`config.mk`:
```
export PLATFORM = sky130hd
export DESIGN_NAME = shadow_ctrl
export DESIGN_NICKNAME = d
export VERILOG_FILES = /design/src/common/shadow_pkg.sv /design/src/hw/apd_timer.sv /design/src/hw/shadow_ctrl.sv
export SDC_FILE = /design/constraint.sdc
export NUM_CORES = 1
export LEC_CHECK = 0
export BUFFER_PORTS_ARGS = -buffer_cell sky130_fd_sc_hd__buf_4
export CAP_MARGIN = 20
export CELL_PAD_IN_SITES_DETAIL_PLACEMENT = 1
export CELL_PAD_IN_SITES_GLOBAL_PLACEMENT = 1
export CORE_AREA = 2 2 330 201
export DETAILED_ROUTE_END_ITERATION = 8
export DIE_AREA = 0 0 332 203
export PLACE_DENSITY = 0.83
export SLEW_MARGIN = 10
export SYNTH_ARGS = -nofsm -noshare
export SYNTH_HDL_FRONTEND = slang
export SYNTH_HIERARCHICAL = 1
export SYNTH_SLANG_ARGS = --single-unit
```
`constraint.sdc`:
```
create_clock -name clk -period 9.6 [get_ports clk]
set_clock_uncertainty 0.1 [all_clocks]
set_input_delay 0 -clock clk [delete_from_list [all_inputs] [get_ports clk]]
set_output_delay 0 -clock clk [all_outputs]
set_load 0.05 [all_outputs]
```
`src/common/shadow_pkg.sv`:
```
// constants for the per-port shadowed control register at 38h
package shadow_pkg;
    // ------------------------------------------------------------
    // register map
    // ------------------------------------------------------------
    localparam int ADDR_W = 16;
    localparam int DATA_W = 16;
    localparam int PAY_W = 10;
    localparam int SEL_W = 5;
    localparam int NPORTS_DEF = 8;
    localparam logic [7:0] SHADOW_OFS = 8'h38;
    localparam logic [4:0] PAGE_HI = 5'h02;
    localparam int WE_BIT = 15;
    localparam int SEL_LSB = 10;

    // ------------------------------------------------------------
    // shadow codes
    // ------------------------------------------------------------
    localparam logic [4:0] SH_SPARE2 = 5'h04;
    localparam logic [4:0] SH_APD = 5'h0a;
    localparam logic [4:0] SH_LED2 = 5'h0e;
    localparam logic [4:0] SEL_RESET = 5'h00;

    // ------------------------------------------------------------
    // fields and reset values
    // ------------------------------------------------------------
    localparam logic [9:0] SPARE_RW_MASK = 10'h2e3;
    localparam logic [9:0] SPARE_RESET = 10'h000;
    localparam int RETRY_LSB = 2;
    localparam logic [2:0] RETRY_RESET = 3'h3;
    localparam logic [3:0] RETRY_BASE = 4'h2;
    localparam int ED_ROUTE_BIT = 1;
    localparam logic [9:0] APD_RESET = 10'h001;
    localparam int APD_EN_BIT = 5;
    localparam int APD_SLEEP_BIT = 4;
    localparam logic [9:0] LED_RESET = 10'h063;
    localparam logic [3:0] LED_IRQ_OUT_N = 4'h6;
    localparam logic [3:0] LED_OFF = 4'he;
    localparam logic [3:0] LED_ON = 4'hf;

    // ------------------------------------------------------------
    // timing (250 MHz clock)
    // ------------------------------------------------------------
    localparam int CLK_PERIOD_PS = 4000;
    localparam int TICK_US = 100;
    localparam int TICK_CYCLES = TICK_US * 1000000 / CLK_PERIOD_PS;
    localparam int SLEEP_SHORT_MS = 2700;
    localparam int SLEEP_LONG_MS = 5400;
    localparam int WAKE_UNIT_MS = 84;
    localparam int WAKE_AWAKE_US = 1000;
    localparam logic [15:0] SLEEP_SHORT_TICKS = 16'(SLEEP_SHORT_MS * 1000 / TICK_US);
    localparam logic [15:0] SLEEP_LONG_TICKS = 16'(SLEEP_LONG_MS * 1000 / TICK_US);
    localparam logic [15:0] WAKE_UNIT_TICKS = 16'(WAKE_UNIT_MS * 1000 / TICK_US);
    localparam logic [15:0] WAKE_AWAKE_TICKS = 16'(WAKE_AWAKE_US / TICK_US);
endpackage

```
`src/hw/apd_timer.sv`:
```
// auto power-down sleep and wake-up sequencer for one port
`timescale 1ns/1ps
module apd_timer (
    // clock and reset
    input wire logic clk,
    input wire logic resetn,
    // timebase and control
    input wire logic tick,
    input wire logic enable,
    input wire logic sleep_long,
    input wire logic [3:0] wake_code,
    input wire logic energy,
    // status
    output logic low_power
);
    import shadow_pkg::*;

    typedef enum logic [2:0] {
        ST_ACTIVE = 3'b001,
        ST_SLEEP = 3'b010,
        ST_WAKE = 3'b100
    } apd_state_e;

    apd_state_e state;
    logic [15:0] count;
    logic [15:0] sleep_limit;
    logic [15:0] wake_limit;

    // code 0 behaves as one unit so the wake interval never collapses
    assign sleep_limit = sleep_long ? SLEEP_LONG_TICKS : SLEEP_SHORT_TICKS;
    assign wake_limit = 16'((wake_code == 4'h0 ? 4'h1 : wake_code) * WAKE_UNIT_TICKS);

    // ------------------------------------------------------------
    // sequencer
    // ------------------------------------------------------------
    always_ff @(posedge clk or negedge resetn) begin
        if (!resetn) begin
            state <= ST_ACTIVE;
            count <= 16'h0000;
            low_power <= 1'b0;
        end else if (!enable || energy) begin
            state <= ST_ACTIVE;
            count <= 16'h0000;
            low_power <= 1'b0;
        end else if (tick) begin
            unique case (state)
                ST_ACTIVE: begin
                    if (count >= sleep_limit - 16'h0001) begin
                        state <= ST_SLEEP;
                        count <= 16'h0000;
                        low_power <= 1'b1;
                    end else begin
                        count <= count + 16'h0001;
                    end
                end
                ST_SLEEP: begin
                    if (count >= wake_limit - 16'h0001) begin
                        state <= ST_WAKE;
                        count <= 16'h0000;
                        low_power <= 1'b0;
                    end else begin
                        count <= count + 16'h0001;
                    end
                end
                ST_WAKE: begin
                    if (count >= WAKE_AWAKE_TICKS - 16'h0001) begin
                        state <= ST_SLEEP;
                        count <= 16'h0000;
                        low_power <= 1'b1;
                    end else begin
                        count <= count + 16'h0001;
                    end
                end
            endcase
        end
    end
endmodule

```
`src/hw/shadow_ctrl.sv`:
```
// shadowed register 38h bank with led, interrupt-pin and power-down control per port
`timescale 1ns/1ps

module shadow_ctrl #(
    parameter int NPORTS = shadow_pkg::NPORTS_DEF,
    parameter int TICK_CYCLES = shadow_pkg::TICK_CYCLES
) (
    // clock and reset
    input wire logic clk,
    input wire logic resetn,
    // register port
    input wire logic [shadow_pkg::ADDR_W-1:0] addr,
    input wire logic [shadow_pkg::DATA_W-1:0] wdata,
    input wire logic wr,
    input wire logic rd,
    output logic [shadow_pkg::DATA_W-1:0] rdata,
    // per-port status inputs
    input wire logic [NPORTS-1:0] link_rate_ind1,
    input wire logic [NPORTS-1:0] link_rate_ind2,
    input wire logic [NPORTS-1:0] tx_led,
    input wire logic [NPORTS-1:0] activity,
    input wire logic [NPORTS-1:0] full_duplex_led,
    input wire logic [NPORTS-1:0] slave,
    input wire logic [NPORTS-1:0] quality,
    input wire logic [NPORTS-1:0] rx_led,
    input wire logic [NPORTS-1:0] speed_fallback_ind,
    input wire logic [NPORTS-1:0] multicolor1,
    input wire logic [NPORTS-1:0] multicolor2,
    input wire logic [NPORTS-1:0] cable_fault,
    input wire logic [NPORTS-1:0] carrier_sense,
    input wire logic [NPORTS-1:0] energy_detect,
    input wire logic [NPORTS-1:0] irq_src_n,
    // per-port outputs and the downgrade attempt count taken from port 0
    output logic [NPORTS-1:0] irq_out_n,
    output logic [NPORTS-1:0] third_led,
    output logic [NPORTS-1:0] fourth_led,
    output logic [NPORTS-1:0] low_power,
    output logic [3:0] downgrade_attempts
);
    import shadow_pkg::*;

    // ------------------------------------------------------------
    // storage
    // ------------------------------------------------------------
    logic [SEL_W-1:0] sel [NPORTS];
    logic [PAY_W-1:0] spare [NPORTS];
    logic [PAY_W-1:0] apd [NPORTS];
    logic [PAY_W-1:0] led [NPORTS];
    logic [15:0] tick_cnt;
    logic tick;
    logic wr_hit;
    logic rd_hit;
    logic [2:0] port;

    function automatic logic addr_hit(input logic [ADDR_W-1:0] a);
        return (a[7:0] == SHADOW_OFS) && (a[15:11] == PAGE_HI) && (32'(a[10:8]) < NPORTS);
    endfunction

    function automatic logic led_pick(input logic [3:0] code, input logic [15:0] src);
        return src[code];
    endfunction

    function automatic logic [PAY_W-1:0] spare_view(input logic [PAY_W-1:0] s);
        return (s & SPARE_RW_MASK) | (PAY_W'(RETRY_RESET) << RETRY_LSB);
    endfunction

    assign port = addr[10:8];
    assign wr_hit = wr && addr_hit(addr);
    assign rd_hit = rd && addr_hit(addr);

    // ------------------------------------------------------------
    // register writes
    // ------------------------------------------------------------
    always_ff @(posedge clk or negedge resetn) begin
        if (!resetn) begin
            for (int i = 0; i < NPORTS; i++) begin
                sel[i] <= SEL_RESET;
                spare[i] <= SPARE_RESET;
                apd[i] <= APD_RESET;
                led[i] <= LED_RESET;
            end
        end else if (wr_hit) begin
            sel[port] <= wdata[WE_BIT-1:SEL_LSB];
            if (wdata[WE_BIT]) begin
                unique case (wdata[WE_BIT-1:SEL_LSB])
                    SH_SPARE2: spare[port] <= wdata[PAY_W-1:0] & SPARE_RW_MASK;
                    SH_APD: apd[port] <= wdata[PAY_W-1:0];
                    SH_LED2: led[port] <= wdata[PAY_W-1:0];
                    default: ;
                endcase
            end
        end
    end

    // ------------------------------------------------------------
    // register reads
    // ------------------------------------------------------------
    always_ff @(posedge clk or negedge resetn) begin
        if (!resetn) begin
            rdata <= '0;
        end else if (rd_hit) begin
            unique case (sel[port])
                SH_SPARE2: rdata <= {1'b0, sel[port], spare_view(spare[port])};
                SH_APD: rdata <= {1'b0, sel[port], apd[port]};
                SH_LED2: rdata <= {1'b0, sel[port], led[port]};
                default: rdata <= {1'b0, sel[port], 10'h000};
            endcase
        end else begin
            rdata <= '0;
        end
    end

    always_ff @(posedge clk or negedge resetn) begin
        if (!resetn) begin
            downgrade_attempts <= RETRY_BASE + 4'(RETRY_RESET);
        end else begin
            downgrade_attempts <= RETRY_BASE + {1'b0, 3'(spare_view(spare[0]) >> RETRY_LSB)};
        end
    end

    // ------------------------------------------------------------
    // interrupt pin and led selection
    // ------------------------------------------------------------
    logic [NPORTS-1:0] irq_out_n_n;
    logic [15:0] src4 [NPORTS];
    logic [15:0] src3 [NPORTS];

    // source vectors indexed by selector code
    always_comb begin
        for (int i = 0; i < NPORTS; i++) begin
            irq_out_n_n[i] = spare[i][ED_ROUTE_BIT] ? !energy_detect[i] : irq_src_n[i];
            src4[i] = {1'b0, 1'b1, carrier_sense[i], 1'b1, cable_fault[i], multicolor2[i],
                       speed_fallback_ind[i], rx_led[i], quality[i], irq_out_n_n[i], slave[i],
                       full_duplex_led[i], activity[i], tx_led[i], link_rate_ind2[i],
                       link_rate_ind1[i]};
            src3[i] = {src4[i][15:11], multicolor1[i], src4[i][9:0]};
        end
    end

    always_ff @(posedge clk or negedge resetn) begin
        if (!resetn) begin
            irq_out_n <= '1;
            third_led <= '1;
            fourth_led <= '1;
        end else begin
            for (int i = 0; i < NPORTS; i++) begin
                irq_out_n[i] <= irq_out_n_n[i];
                fourth_led[i] <= led_pick(led[i][7:4], src4[i]);
                third_led[i] <= led_pick(led[i][3:0], src3[i]);
            end
        end
    end

    // ------------------------------------------------------------
    // power-down timebase and per-port sequencers
    // ------------------------------------------------------------
    always_ff @(posedge clk or negedge resetn) begin
        if (!resetn) begin
            tick_cnt <= 16'h0000;
            tick <= 1'b0;
        end else if (tick_cnt >= 16'(TICK_CYCLES - 1)) begin
            tick_cnt <= 16'h0000;
            tick <= 1'b1;
        end else begin
            tick_cnt <= tick_cnt + 16'h0001;
            tick <= 1'b0;
        end
    end

    for (genvar g = 0; g < NPORTS; g++) begin : g_apd
        apd_timer u_timer (
            .clk(clk),
            .resetn(resetn),
            .tick(tick),
            .enable(apd[g][APD_EN_BIT]),
            .sleep_long(apd[g][APD_SLEEP_BIT]),
            .wake_code(apd[g][3:0]),
            .energy(energy_detect[g]),
            .low_power(low_power[g])
        );
    end
endmodule

```
==> out/qor.yml <==
floorplan:
  io_pins: 208
  start_util_pct: 52.8
  die_height_um: 203
  dieArea_sq_um: 67400
  rows: 72
  die_w_um: 332
  coreArea_sq_um: 64100
clock_tree:
  cts-hold-fix-buffers: 106
  ctsResizeCount: 0
  root_buffer: "clkbuf_16"
  htree_levels: 2
  cts-buffers-inserted: 47
  cts_tree: "built"
  worst_skew_pair.late_latency_ps: 630
  clk_path_buf_depth: 3
  post-cts-setup-buffers: 0
  clock_sinks: 456
  cts.clk_slew.worst_paths_ps: 70
power:
  p_seq_share_pct: 46.2
  pwr-share-comb_pct: 7.7
  p_leak_nw: 16.8
  switching_share_pct: 26.3
  peakVddDrop_uv: 105
  internal-power_mw: 3.09
  power.density_nw_per_um2: 109
  switching_power_mw: 1.11
  p_clk_share_pct: 46.0
placement:
  dp.final_hpwl_um: 87100
  place.gp.congestion: 0.963
  placed_area_sq_um: 35800
  port_buffers: 202
global_route:
  grt_pass1_wl_um: 193000
  grt_use_total_pct: 36.2
  grt_pass1_vias: 32500
  grt_max_degree: 77
  antenna_found_initial: 2
  gr-total-overflow: 0
critical_path:
  worst_ep_arrival_time_ps: 6700
  cp-end-kind: "flop"
  critPathKind: "reg -> reg"
  startpoint_type: "flop"
  path_cells: "inv_1 -> ha_1 -> nand2b_1 -> nor2_1 -> nor2_1 -> ha_1 -> ha_1 -> ha_1 -> o21ai_1 -> nor3b_1 -> a311oi_1 -> or3b_2 -> or4_1 -> or2_1 -> ha_1 -> a21oi_1 -> o21ai_0 -> a221oi_1 -> a211o_1 -> nand3_1 -> mux2i_1"
  cp_max_fo: 26
  crit_family: "compound AO/OA/AOI/OAI gates"
  cp.buffers_inverters: 1
  critPathRequiredTime_ps: 10030
  slowest_stage: "a211o_1"
  slowest_delay_ps: 810
  crit_top_cell: "ha_1"
timing:
  tns_ps: 0
  rsz0062_at_grt: "no"
  final_hold_viol_count: 0
  setup_violations: 0
  tightestPinTransition_ps: 1140
  period_needed_ps: 6270
  final_max_slew_viol_count: 0
  fmax_mhz: 159
  fin_crit_sh_pct: 65.3
  slew_headroom_pct: 23.6
min_path:
  hold_class: "in -> reg"
detailed_routing:
  drt_wl_total_um: 123000
  drc: 0
  first_pass_iters: 7
  via_per_inst: 6.74
  final_antenna_net_count: 0
  vias: 30400
  wl_per_cell_um: 27.4
  drtIter0Drc: 2665
final_layout:
  fin_area_sq_um: 38400
  diodes: 0
  final_common_cell: "dfrtp_1"
  syn2layout_area_growth_pct: 13.4
  drive_above_1_share_pct: 21.3
  final_cell_mix: "dfrtp_1, ha_1, mux2_2"
  final_nets: 4113
synth:
  synthFlopType: "dfrtp_1"
  synth_cells: 3384
  syn_area_per_cell_sq_um: 10.0
  ys_warn_count: 6
  synth_edf_count: 0
  async_flop_share_pct: 100
  yosysSeqAreaShare_pct: 33.9
  synth_area_sq_um: 33900
  ys_ff_latch: 456
  synth.distinct_cells: 93
flow_run:
  maxCapViolations: 0
run_status:
  outcome: "completed"
[routing by layer]
layer  vias to the layer above  GRT usage [%]  routed length [um]
li1                      13200              -                   -
met1                     15500           48.2               52200
met2                      1309           57.7               56100
met3                       306           9.04               10800
met4                         2           12.2                4330
met5                         -              0                  11
[registers in the layout, summed over array words and instances (netlist names)]
name                 flops
g_apd.u_timer/count    128
apd                     80
led                     80
spare                   48
sel                     40
g_apd.u_timer/state     24
tick_cnt                16
rdata                   15
fourth_led               8
irq_out_n                8
third_led                8
tick                     1
[cell usage after synthesis, types with 10 or more instances]
library cell	number	share of area, %
nand2_1	236	2.6
o21ai_0	63	0.93
a21oi_1	106	1.6
a31oi_1	83	1.5
o31ai_1	20	0.44
and3_1	32	0.59
nor4_1	33	0.61
dfstp_2	72	5.6
o221ai_1	19	0.49
mux2i_1	71	2.1
buf_4	16	0.35
inv_1	113	1.3
xnor2_1	62	1.6
o211ai_1	46	1.0
o311ai_0	16	0.41
clkbuf_1	56	0.62
xor2_1	84	2.2
nand3b_1	36	0.80
nand4b_1	15	0.39
a21o_1	28	0.62
nor3_1	94	1.4
a2111oi_0	11	0.28
or4_1	10	0.22
or3_1	36	0.66
and4_1	10	0.26
nor2b_1	28	0.52
nand2b_1	36	0.66
ha_1	345	13
a211oi_1	55	1.2
buf_6	15	0.50
mux2_2	286	9.5
buf_2	45	0.66
nand3_1	154	2.3
nor2_1	214	2.4
o21bai_1	12	0.27
dfrtp_1	384	28
nand4_1	128	2.4
or3b_2	10	0.26
o22ai_1	26	0.48
mux4_2	45	3.0
and2_1	12	0.22
[cell families after synthesis]
logic type	synth area share, %
buffers and inverters	3.82
DFF	33.9
xor gates and xnor gates	3.77
AOI/OAI and AO/OA	12.8
other	0.0222
adders and majority gates	12.7
muxes	14.6
and+or+nand+nor	18.3
[through the flow]
step / hold WS (ps) / utilization (%) / total power [mW] / worst slack [ps] / cells
CTS: 48.7 / 59.9 / 4.20 / 3430 / 4500
detailed placement: -80.7 / 55.7 / 2.26 / 3490 / 4306
floorplan: -396 / - / 2.10 / 4530 / 3388
global placement: -86.2 / 55.7 / 2.24 / 3910 / 4306
global route: 91.1 / 59.9 / 4.30 / 2900 / 4502
finish: 87.2 / 59.9 / 4.20 / 3330 / 4502
[area by class of cell]
| type | count | area (sq um) |
|---|---|---|
| clock buffer | 64 | 1290 |
| clock inverter | 24 | 270 |
| fill | 7001 | 25700 |
| inverter | 120 | 450 |
| multi-input combinational | 2663 | 21100 |
| sequential | 456 | 11500 |
| tap | 851 | 1060 |
| timing repair buffer | 324 | 2730 |
[worst reg2reg max path: stages (launching register included)]
cell and delay, ps:
dfrtp_1 500, inv_1 160, ha_1 240, nand2b_1 110
nor2_1 60, nor2_1 150, ha_1 260, ha_1 190
ha_1 320, o21ai_1 240, nor3b_1 90, a311oi_1 240
or3b_2 510, or4_1 470, or2_1 240, ha_1 300
a21oi_1 170, o21ai_0 120, a221oi_1 370, a211o_1 810
nand3_1 250, mux2i_1 280
[path summary, 6_finish.rpt]
kind / cells past startpoint / start / slack, ps / endpoint
min: 3 / energy_detect[4] / 90 / irq_out_n[4]
min in group asynchronous: 3 / resetn / 430 / g_apd[5].u_timer/state[0]
max: 21 / apd[62] / 3330 / g_apd[1].u_timer/count[7]
max reg2reg: 21 / apd[62] / 3330 / g_apd[1].u_timer/count[7]
min reg2reg: 1 / spare[25] / 410 / spare[25]
max in group asynchronous: 5 / resetn / 7120 / g_apd[0].u_timer/count[11]
[power groups by stage]
stage | combinational (mW) | sequential [mW] | clock, mW
global placement | 0.270 | 1.97 | 0
finish | 0.325 | 1.94 | 1.93
detailed placement | 0.281 | 1.98 | 0
global route | 0.342 | 1.94 | 2.02
floorplan | 0.112 | 1.99 | 0
CTS | 0.312 | 1.94 | 1.95
Power figures use the tool's default switching activity.
